`src/common/tcc_pkg.sv`:
```
// Package for the 16-bit capture/compare timer slice with 24-bit cascade
package tcc_pkg;

  // Register byte offsets on the APB slave
  localparam logic [7:0] ADDR_CTRL     = 8'h00;
  localparam logic [7:0] ADDR_COUNT    = 8'h04;
  localparam logic [7:0] ADDR_CC1      = 8'h08;
  localparam logic [7:0] ADDR_CC2      = 8'h0C;
  localparam logic [7:0] ADDR_LOW_CTRL = 8'h10;
  localparam logic [7:0] ADDR_LOW_CMP  = 8'h14;
  localparam logic [7:0] ADDR_LOW_CNT  = 8'h18;
  localparam logic [7:0] ADDR_STATUS   = 8'h1C;

  // CTRL field positions
  localparam int CTRL_MODE_LSB  = 0;
  localparam int CTRL_PRESC_LSB = 2;
  localparam int CTRL_TOG2      = 5;
  localparam int CTRL_PRE_CLR   = 6;
  localparam int CTRL_PRE_SET   = 7;
  localparam int CTRL_TOG1      = 8;
  localparam int CTRL_CC1_CAP   = 9;
  localparam int CTRL_CC2_CAP   = 10;
  localparam int CTRL_CC1_REV   = 11;
  localparam int CTRL_ES_A_LSB  = 12;
  localparam int CTRL_ES_B_LSB  = 14;

  // LOW_CTRL field positions
  localparam int LOW_EN       = 0;
  localparam int LOW_RISE     = 1;
  localparam int LOW_GATE_SEL = 2;
  localparam int LOW_GT_EN    = 3;
  localparam int LOW_GT_LVL   = 4;

  // LOW_CMP field positions
  localparam int CMP_LOW_LSB  = 0;
  localparam int CMP_PER_LSB  = 8;
  localparam int CMP_DUTY_LSB = 16;

  // STATUS positions: flags 0..3 write one to clear, bit 4 the output level
  localparam int FLG_M1  = 0;
  localparam int FLG_M2  = 1;
  localparam int FLG_LOW = 2;
  localparam int FLG_GT  = 3;
  localparam int STS_OUT = 4;

  localparam logic [1:0] MODE_STOP  = 2'b00;
  localparam logic [1:0] MODE_FREE  = 2'b01;
  localparam logic [1:0] MODE_EXT   = 2'b10;
  localparam logic [1:0] MODE_MATCH = 2'b11;

  localparam logic [2:0] PRESC_CASCADE = 3'h7;

  localparam logic [1:0] ES_FALL = 2'b00;
  localparam logic [1:0] ES_RISE = 2'b01;
  localparam logic [1:0] ES_BOTH = 2'b11;

  typedef enum logic [1:0] {MC_STOPPED, MC_SYNC, MC_RUN} tcc_mc_t;
  typedef enum logic [1:0] {GT_IDLE, GT_HOLD, GT_RUN} tcc_gt_t;

endpackage : tcc_pkg

```
`src/verilog/tcc_timer.sv`:
```
// 16-bit capture/compare timer with cascaded 8-bit event counter and gate
//
// The implementer's own choices: the APB slave port and the address map.
`timescale 1ns/1ns
module tcc_timer #(
  parameter int unsigned PRESC_W = 6
) (
  input  wire logic        i_ref_clk,
  input  wire logic        i_rstn,
  input  wire logic        i_psel,
  input  wire logic        i_penable,
  input  wire logic        i_pwrite,
  input  wire logic [7:0]  i_paddr,
  input  wire logic [31:0] i_pwdata,
  output logic      [31:0] o_prdata,
  output logic             o_pready,
  output logic             o_pslverr,
  input  wire logic        i_trigger_pin_a,
  input  wire logic        i_trigger_pin_b,
  input  wire logic        i_event_input_pin,
  output logic             o_timer_output_pin,
  output logic             o_first_match_irq,
  output logic             o_second_match_irq,
  output logic             o_low_counter_irq,
  output logic             o_gating_timer_irq
);
  import tcc_pkg::*;

  // Prescaler codes 0..6 pick a divide by 2**code, so the divider needs six bits
  initial begin
    if (PRESC_W < 6) $error("PRESC_W must be at least 6");
  end

  typedef struct packed {
    logic [1:0]         mode;
    logic [2:0]         presc;
    logic               tog2;
    logic               lvr;
    logic               lvs;
    logic               tog1;
    logic               cc1_cap;
    logic               cc2_cap;
    logic               cc1_rev;
    logic [1:0]         es_a;
    logic [1:0]         es_b;
    logic               low_en;
    logic               low_rise;
    logic               gate_sel;
    logic               gt_en;
    logic               gt_lvl;
    logic [7:0]         low_cmp;
    logic [7:0]         gt_per;
    logic [7:0]         gt_duty;
    logic [7:0]         low_cnt;
    logic [7:0]         gt_cnt;
    logic [15:0]        cnt;
    logic [15:0]        cc1;
    logic [15:0]        cc2;
    logic [PRESC_W-1:0] div;
    tcc_mc_t            mc;
    tcc_gt_t            gt;
    logic               tout;
    logic               gt_out;
    logic               gate_blk;
    logic [3:0]         flags;
    logic               irq1;
    logic               irq2;
    logic               irql;
    logic               irqg;
    logic               pready;
    logic               perr;
    logic [31:0]        prdata;
  } tcc_state_t;

  tcc_state_t s_r;
  tcc_state_t s_nxt;

  logic [2:0] pin_rise;
  logic [2:0] pin_fall;
  logic       ctick;
  logic       m1;
  logic       m2;
  logic       a_edge;
  logic       a_rev;
  logic       b_edge;
  logic       ev_edge;
  logic       gate_src;
  logic       wr;
  logic [3:0] set_f;

  tcc_pin_sync #(
    .N (3)
  ) u_sync (
    .i_ref_clk (i_ref_clk),
    .i_rstn    (i_rstn),
    .i_pin     ({i_event_input_pin, i_trigger_pin_b, i_trigger_pin_a}),
    .o_level   (),
    .o_rise    (pin_rise),
    .o_fall    (pin_fall)
  );

  function automatic logic edge_ok(input logic [1:0] es, input logic r, input logic f);
    return ((es == ES_FALL) & f) | ((es == ES_RISE) & r) | ((es == ES_BOTH) & (r | f));
  endfunction : edge_ok

  function automatic logic [PRESC_W-1:0] presc_mask(input logic [2:0] p);
    return PRESC_W'((1 << p) - 1);
  endfunction : presc_mask

  always_comb begin
    s_nxt        = s_r;
    s_nxt.irq1   = 1'b0;
    s_nxt.irq2   = 1'b0;
    s_nxt.irql   = 1'b0;
    s_nxt.irqg   = 1'b0;
    s_nxt.pready = 1'b0;
    s_nxt.div    = s_r.div + PRESC_W'(1);

    // Trigger pin edges only count while the timer runs; event pin edges count even when stopped
    a_edge  = (s_r.mode != MODE_STOP) & edge_ok(s_r.es_a, pin_rise[0], pin_fall[0]);
    a_rev   = (s_r.mode != MODE_STOP) & edge_ok(s_r.es_a, pin_fall[0], pin_rise[0]);
    b_edge  = (s_r.mode != MODE_STOP) & edge_ok(s_r.es_b, pin_rise[1], pin_fall[1]);
    ev_edge = s_r.low_rise ? pin_rise[2] : pin_fall[2];

    // Cascade clock is the registered low counter match pulse
    if (s_r.presc == PRESC_CASCADE) begin
      ctick = s_r.irql;
    end else begin
      ctick = (s_r.div & presc_mask(s_r.presc)) == presc_mask(s_r.presc);
    end

    // Compare matches only in the running state
    m1 = (s_r.mc == MC_RUN) & ctick & ~s_r.cc1_cap & (s_r.cnt == s_r.cc1);
    m2 = (s_r.mc == MC_RUN) & ctick & ~s_r.cc2_cap & (s_r.cnt == s_r.cc2);

    // Main counter
    if (s_r.mode == MODE_STOP) begin
      s_nxt.cnt = '0;
      s_nxt.mc  = MC_STOPPED;
      if (s_r.lvs & ~s_r.lvr) begin
        s_nxt.tout = 1'b1;
      end else if (s_r.lvr & ~s_r.lvs) begin
        s_nxt.tout = 1'b0;
      end
    end else begin
      // Output simply carries on from the preset level when started
      if ((m1 & s_r.tog1) ^ (m2 & s_r.tog2)) begin
        s_nxt.tout = ~s_r.tout;
      end
      case (s_r.mc)
        MC_STOPPED: begin
          s_nxt.mc = MC_SYNC;
        end
        MC_SYNC: begin
          if (ctick) begin
            s_nxt.mc = MC_RUN;
          end
        end
        MC_RUN: begin
          // Wrapping stays in MC_RUN, so no clock is lost again
          if (m1 & (s_r.mode == MODE_MATCH)) begin
            s_nxt.cnt = '0;
          end else if (ctick) begin
            s_nxt.cnt = s_r.cnt + 16'h0001;
          end
        end
        default: begin
          s_nxt.mc = MC_STOPPED;
        end
      endcase
      if (a_edge & (s_r.mode == MODE_EXT)) begin
        s_nxt.cnt = '0;
      end
    end
    s_nxt.irq1 = m1;
    s_nxt.irq2 = m2;

    // Captures
    if (s_r.cc2_cap & a_edge) begin
      s_nxt.cc2  = s_r.cnt;
      s_nxt.irq2 = 1'b1;
    end
    if (s_r.cc1_cap & s_r.cc1_rev & a_rev) begin
      s_nxt.cc1 = s_r.cnt;
    end else if (s_r.cc1_cap & ~s_r.cc1_rev & b_edge) begin
      s_nxt.cc1  = s_r.cnt;
      s_nxt.irq1 = 1'b1;
    end

    // Gate enable is taken at the event edge and used for the next one
    gate_src = ~s_r.gate_sel | s_r.gt_out;
    if (!s_r.low_en) begin
      s_nxt.low_cnt  = '0;
      // A stopped low counter reopens its gate latch so a restart loses no edge
      s_nxt.gate_blk = 1'b0;
    end else if (ev_edge) begin
      s_nxt.gate_blk = ~gate_src;
      if (!s_r.gate_blk) begin
        if (s_r.low_cnt == s_r.low_cmp) begin
          s_nxt.low_cnt = '0;
          s_nxt.irql    = 1'b1;
        end else begin
          s_nxt.low_cnt = s_r.low_cnt + 8'h01;
        end
      end
    end

    // Gating PWM timer
    case (s_r.gt)
      GT_IDLE: begin
        s_nxt.gt_cnt = '0;
        s_nxt.gt_out = s_r.gt_lvl;
        if (s_r.gt_en) begin
          s_nxt.gt = GT_HOLD;
        end
      end
      GT_HOLD, GT_RUN: begin
        s_nxt.gt_cnt = s_r.gt_cnt + 8'h01;
        if (s_r.gt_cnt == s_r.gt_per) begin
          s_nxt.gt_cnt = '0;
          s_nxt.gt_out = ~s_r.gt_lvl;
          s_nxt.irqg   = 1'b1;
          s_nxt.gt     = GT_RUN;
        end else if ((s_r.gt == GT_RUN) & (s_r.gt_cnt == s_r.gt_duty)) begin
          s_nxt.gt_out = s_r.gt_lvl;
        end
        if (!s_r.gt_en) begin
          s_nxt.gt = GT_IDLE;
        end
      end
      default: begin
        s_nxt.gt = GT_IDLE;
      end
    endcase

    // APB: one wait-free access phase, answer registered from the setup cycle
    wr    = i_psel & i_penable & s_r.pready & i_pwrite;
    set_f = {s_nxt.irqg, s_nxt.irql, s_nxt.irq2, s_nxt.irq1};
    s_nxt.flags = s_r.flags | set_f;
    if (i_psel & ~i_penable) begin
      s_nxt.pready = 1'b1;
      s_nxt.perr   = 1'b0;
      s_nxt.prdata = '0;
      case (i_paddr)
        ADDR_CTRL: begin
          s_nxt.prdata[CTRL_MODE_LSB +: 2]  = s_r.mode;
          s_nxt.prdata[CTRL_PRESC_LSB +: 3] = s_r.presc;
          s_nxt.prdata[CTRL_TOG2]           = s_r.tog2;
          s_nxt.prdata[CTRL_PRE_CLR]        = s_r.lvr;
          s_nxt.prdata[CTRL_PRE_SET]        = s_r.lvs;
          s_nxt.prdata[CTRL_TOG1]           = s_r.tog1;
          s_nxt.prdata[CTRL_CC1_CAP]        = s_r.cc1_cap;
          s_nxt.prdata[CTRL_CC2_CAP]        = s_r.cc2_cap;
          s_nxt.prdata[CTRL_CC1_REV]        = s_r.cc1_rev;
          s_nxt.prdata[CTRL_ES_A_LSB +: 2]  = s_r.es_a;
          s_nxt.prdata[CTRL_ES_B_LSB +: 2]  = s_r.es_b;
        end
        ADDR_COUNT:    s_nxt.prdata[15:0] = s_r.cnt;
        ADDR_CC1:      s_nxt.prdata[15:0] = s_r.cc1;
        ADDR_CC2:      s_nxt.prdata[15:0] = s_r.cc2;
        ADDR_LOW_CTRL: begin
          s_nxt.prdata[LOW_EN]       = s_r.low_en;
          s_nxt.prdata[LOW_RISE]     = s_r.low_rise;
          s_nxt.prdata[LOW_GATE_SEL] = s_r.gate_sel;
          s_nxt.prdata[LOW_GT_EN]    = s_r.gt_en;
          s_nxt.prdata[LOW_GT_LVL]   = s_r.gt_lvl;
        end
        ADDR_LOW_CMP:  s_nxt.prdata[23:0] = {s_r.gt_duty, s_r.gt_per, s_r.low_cmp};
        ADDR_LOW_CNT:  s_nxt.prdata[7:0]  = s_r.low_cnt;
        ADDR_STATUS:   s_nxt.prdata[4:0]  = {s_r.tout, s_r.flags};
        default:       s_nxt.perr = 1'b1;
      endcase
    end
    if (wr) begin
      case (i_paddr)
        ADDR_CTRL: begin
          s_nxt.mode    = i_pwdata[CTRL_MODE_LSB +: 2];
          s_nxt.presc   = i_pwdata[CTRL_PRESC_LSB +: 3];
          s_nxt.tog2    = i_pwdata[CTRL_TOG2];
          s_nxt.lvr     = i_pwdata[CTRL_PRE_CLR];
          s_nxt.lvs     = i_pwdata[CTRL_PRE_SET];
          s_nxt.tog1    = i_pwdata[CTRL_TOG1];
          s_nxt.cc1_cap = i_pwdata[CTRL_CC1_CAP];
          s_nxt.cc2_cap = i_pwdata[CTRL_CC2_CAP];
          s_nxt.cc1_rev = i_pwdata[CTRL_CC1_REV];
          s_nxt.es_a    = i_pwdata[CTRL_ES_A_LSB +: 2];
          s_nxt.es_b    = i_pwdata[CTRL_ES_B_LSB +: 2];
        end
        ADDR_CC1:      s_nxt.cc1 = i_pwdata[15:0];
        ADDR_CC2:      s_nxt.cc2 = i_pwdata[15:0];
        ADDR_LOW_CTRL: begin
          s_nxt.low_en   = i_pwdata[LOW_EN];
          s_nxt.low_rise = i_pwdata[LOW_RISE];
          s_nxt.gate_sel = i_pwdata[LOW_GATE_SEL];
          s_nxt.gt_en    = i_pwdata[LOW_GT_EN];
          s_nxt.gt_lvl   = i_pwdata[LOW_GT_LVL];
        end
        ADDR_LOW_CMP: begin
          s_nxt.low_cmp = i_pwdata[CMP_LOW_LSB +: 8];
          s_nxt.gt_per  = i_pwdata[CMP_PER_LSB +: 8];
          s_nxt.gt_duty = i_pwdata[CMP_DUTY_LSB +: 8];
        end
        // A new event in the same cycle survives the clear
        ADDR_STATUS:   s_nxt.flags = (s_r.flags & ~i_pwdata[3:0]) | set_f;
        default:       s_nxt.flags = s_r.flags | set_f;
      endcase
    end
  end

  always_ff @(posedge i_ref_clk or negedge i_rstn) begin
    if (!i_rstn) begin
      s_r <= '0;
    end else begin
      s_r <= s_nxt;
    end
  end

  assign o_prdata           = s_r.prdata;
  assign o_pready           = s_r.pready;
  assign o_pslverr          = s_r.perr;
  assign o_timer_output_pin = s_r.tout;
  assign o_first_match_irq  = s_r.irq1;
  assign o_second_match_irq = s_r.irq2;
  assign o_low_counter_irq  = s_r.irql;
  assign o_gating_timer_irq = s_r.irqg;
endmodule : tcc_timer

```
`src/verilog/tcc_pin_sync.sv`:
```
// Three-stage pin synchroniser with agreement filter and edge pulses
`timescale 1ns/1ns
module tcc_pin_sync #(
  parameter int unsigned N = 3
) (
  input  wire logic         i_ref_clk,
  input  wire logic         i_rstn,
  input  wire logic [N-1:0] i_pin,
  output logic      [N-1:0] o_level,
  output logic      [N-1:0] o_rise,
  output logic      [N-1:0] o_fall
);
  import tcc_pkg::*;

  initial begin
    if (N < 1) $error("tcc_pin_sync needs at least one pin");
  end

  typedef struct packed {
    logic [2:0] sh;
    logic       lvl;
    logic       rise;
    logic       fall;
  } tcc_sync_t;

  for (genvar g = 0; g < N; g++) begin : g_pin
    tcc_sync_t s_r;
    tcc_sync_t s_nxt;

    always_comb begin
      s_nxt       = s_r;
      s_nxt.sh    = {s_r.sh[1:0], i_pin[g]};
      s_nxt.rise  = 1'b0;
      s_nxt.fall  = 1'b0;
      // A change counts only once stages two and three agree
      if (s_r.sh[1] == s_r.sh[2]) begin
        s_nxt.lvl  = s_r.sh[2];
        s_nxt.rise = s_r.sh[2] & ~s_r.lvl;
        s_nxt.fall = ~s_r.sh[2] & s_r.lvl;
      end
    end

    always_ff @(posedge i_ref_clk or negedge i_rstn) begin
      if (!i_rstn) begin
        s_r <= '0;
      end else begin
        s_r <= s_nxt;
      end
    end

    assign o_level[g] = s_r.lvl;
    assign o_rise[g]  = s_r.rise;
    assign o_fall[g]  = s_r.fall;
  end

endmodule : tcc_pin_sync

```
`config.mk`:
```
export PLATFORM = sky130hd
export DESIGN_NAME = tcc_timer
export DESIGN_NICKNAME = d
export VERILOG_FILES = /design/src/common/tcc_pkg.sv /design/src/verilog/tcc_timer.sv /design/src/verilog/tcc_pin_sync.sv
export SDC_FILE = /design/constraint.sdc
export NUM_CORES = 1
export LEC_CHECK = 0
export BUFFER_PORTS_ARGS = -buffer_cell sky130_fd_sc_hd__buf_2
export CAP_MARGIN = 20
export CORE_AREA = 2 2 132 134
export DETAILED_ROUTE_END_ITERATION = 8
export DIE_AREA = 0 0 134 136
export GPL_TIMING_DRIVEN = 0
export PLACE_DENSITY = 0.82
export SLEW_MARGIN = 20
export SYNTH_ARGS = -nofsm -noshare
export SYNTH_HDL_FRONTEND = slang
export SYNTH_HIERARCHICAL = 1
export SYNTH_SLANG_ARGS = --single-unit
```
`constraint.sdc`:
```
create_clock -name i_ref_clk -period 3.15 [get_ports i_ref_clk]
set_input_delay 0.1575 -clock i_ref_clk [delete_from_list [all_inputs] [get_ports i_ref_clk]]
set_output_delay 0.1575 -clock i_ref_clk [all_outputs]
set_load 0.05 [all_outputs]
```
==> results.toml <==
[run_status]
status = "complete, no violations"

[floorplanning]
fp.dieH_um = 136
design.portCount = 87
core_area_um2 = 16900
die_width_um = 134
die-area_um2 = 18200
rows = 48
initial_utilization_pct = 54.1

[route]
wl_per_cell_um = 19.3
drtAntennaViolNets = 0
wirelength_mm = 23.9
drc = 0
drtIter0Drc = 727
dr.pass1.iters = 6
vias = 7351
viasPerCell = 5.94

[critical_path]
rr_endpoint = "o_timer_output_pin"
path_max_fanout = 10
cp-end-kind = "register"
cp-start-kind = "register"
rrSetupSlack_ns = 0.13
cp.required_ns = 3.47
crit_end = "o_timer_output_pin"
criticalPathCategory = "register to register"
crit_start = "s_r[161]"
r2r_start = "s_r[161]"
worstPathArrival_ns = 3.33
reg2regPathDepth = 11

[final_layout]
area_delta_synth_final_pct = 15.9
fill_cells = 1285
fin_util_pct = 62.7
multiInputGateArea_um2 = 4270
seqCellArea_um2 = 4350
antennaDiodeCount = 0
fin_nets = 1055
drive_above_1_share_pct = 21.6

[timing]
period_share_pct = 95.8
layout_min_cycle_time_ns = 3.02
totalNegativeSetupSlack_ns = 0
slew_headroom_pct = 41.3
grt_setup_unrepaired = "false"
setup_ws_ns = 0.133
finalSetupViolCount = 0
worstMarginPinSlew_ns = 0.873
fmax_mhz = 332
final-hold-violation-count = 0
clock_skew_ns = 0.0114
maxSlewViolCount = 0
fin_hold_ws_ns = 0.0186

[clock_tree]
clkTransAtPathRegs_ns = 0.07
cts_root_buf = "clkbuf_16"
insertion_delay_ns = 0.44
cts_sinks = 174
cts_tree = "yes"
htreeDepth = 4
cts_buffers = 17
ctsLongestPathBuffers = 2

[grt]
grt_overflow = 0
track_usage_pct = 27.1
grt_max_degree = 69
grt_pass1_wl_mm = 38.1
grt_pass1_vias = 6990
antenna_found_initial = 1

[power_and_ir_drop]
vdd_drop_max_mv = 0.355
cellLeakagePower_nw = 4.69
p_per_area_nw_per_um2 = 457

[placement]
dp_hpwl_mm = 17.0
portBuffers = 69
post-place-ws_ns = -0.202
place_congestion = 0.928

[hold_path]
min_path_cells = 2
hold_path.class = "input pin to register"

[yosys]
syn_avg_cell_area_um2 = 10.3
syn_inst = 890
synthesis.area_um2 = 9130
yosysWarnings = 6

[run]
maxCapViolCount = 0
-- cells in the final DEF, fill, tap and decap left out, types with 15 or more instances in the layout --
cell	instances
clkbuf_1	41
buf_4	39
clkbuf_16	17
dfrtp_1	174
nor2_1	75
xnor2_1	38
a21oi_1	56
nand2_1	54
buf_2	73
and3_1	15
nand3_1	28
mux2i_1	38
mux2_2	47
xor2_1	28
nor3_1	21
o21ai_0	33
a22oi_1	25
-- area by class of cell --
cell class | instances | share of cell area (%)
Buffer | 93 | 5.00
Clock buffer | 19 | 4.28
Clock inverter | 13 | 1.18
Inverter | 8 | 0.284
Multi-Input combinational cell | 622 | 40.4
Sequential cell | 174 | 41.2
Tap cell | 225 | 2.66
Timing Repair Buffer | 83 | 5.02
-- layer usage --
metal	vias to the layer above	share of wire [%]	GRT usage (%)
li1	3365	-	-
met1	3553	42	35.8
met2	367	47	43.2
met3	66	7.5	5.97
met4	0	3.4	11.7
met5	-	0	0
-- state kept, by name (all words and copies together) (netlist names), 3 cells and up --
name,flops
o_prdata,24
s_r,125
u_sync/g_pin.s_nxt,6
u_sync/g_pin.s_r,3
u_sync/o_fall,3
u_sync/o_level,3
u_sync/o_rise,3
-- critical path, stage by stage, from the launching register on --
cell      delay (ns)
dfrtp_1         0.38
clkbuf_4        0.19
or3_4           0.35
ha_1            0.27
nor2b_1         0.17
a211oi_2        0.25
nor3b_1         0.10
a211o_1         0.29
buf_6           0.15
nor3_4          0.17
xnor3_1         0.31
mux2_2          0.27
-- metrics by stage --
step | instances | instance area (um^2) | total power [W]
final | 1237 | 10600 | 0.00483
after global routing | 1237 | 10600 | 0.00498
after CTS | 1237 | 10500 | 0.00483
after detailed placement | 1193 | 9840 | 0.00276
after global placement | 1191 | 9780 | 0.00274
after floorplan | 897 | 9150 | 0.00260
-- power breakdown --
part           internal, W  switching, W
registers          0.00228     0.0000382
logic             0.000141      0.000265
clock network      0.00115      0.000952
total              0.00357       0.00126
-- timing repair --
item,CTS,global route
hold endpoints to repair,74,0
hold buffers,12,0
pin swaps,0,3
resized for setup,1,9
cloned,0,0
endpoints found under the setup margin,11,15
setup buffers,0,0
-- worst min-delay path by stage --
stage / end / startpoint / slack [ns]
floorplan: o_first_match_irq / i_rstn / -0.14
global placement: u_sync/g_pin[1].s_nxt[4] / i_trigger_pin_b / 0.26
detailed placement: s_r[115] / i_rstn / 0.07
CTS: s_r[133] / i_pwdata[14] / 0.02
global route: s_r[133] / i_pwdata[14] / 0.02
finish: s_r[133] / i_pwdata[14] / 0.02
Note: power is estimated with default switching activity, not from simulation.
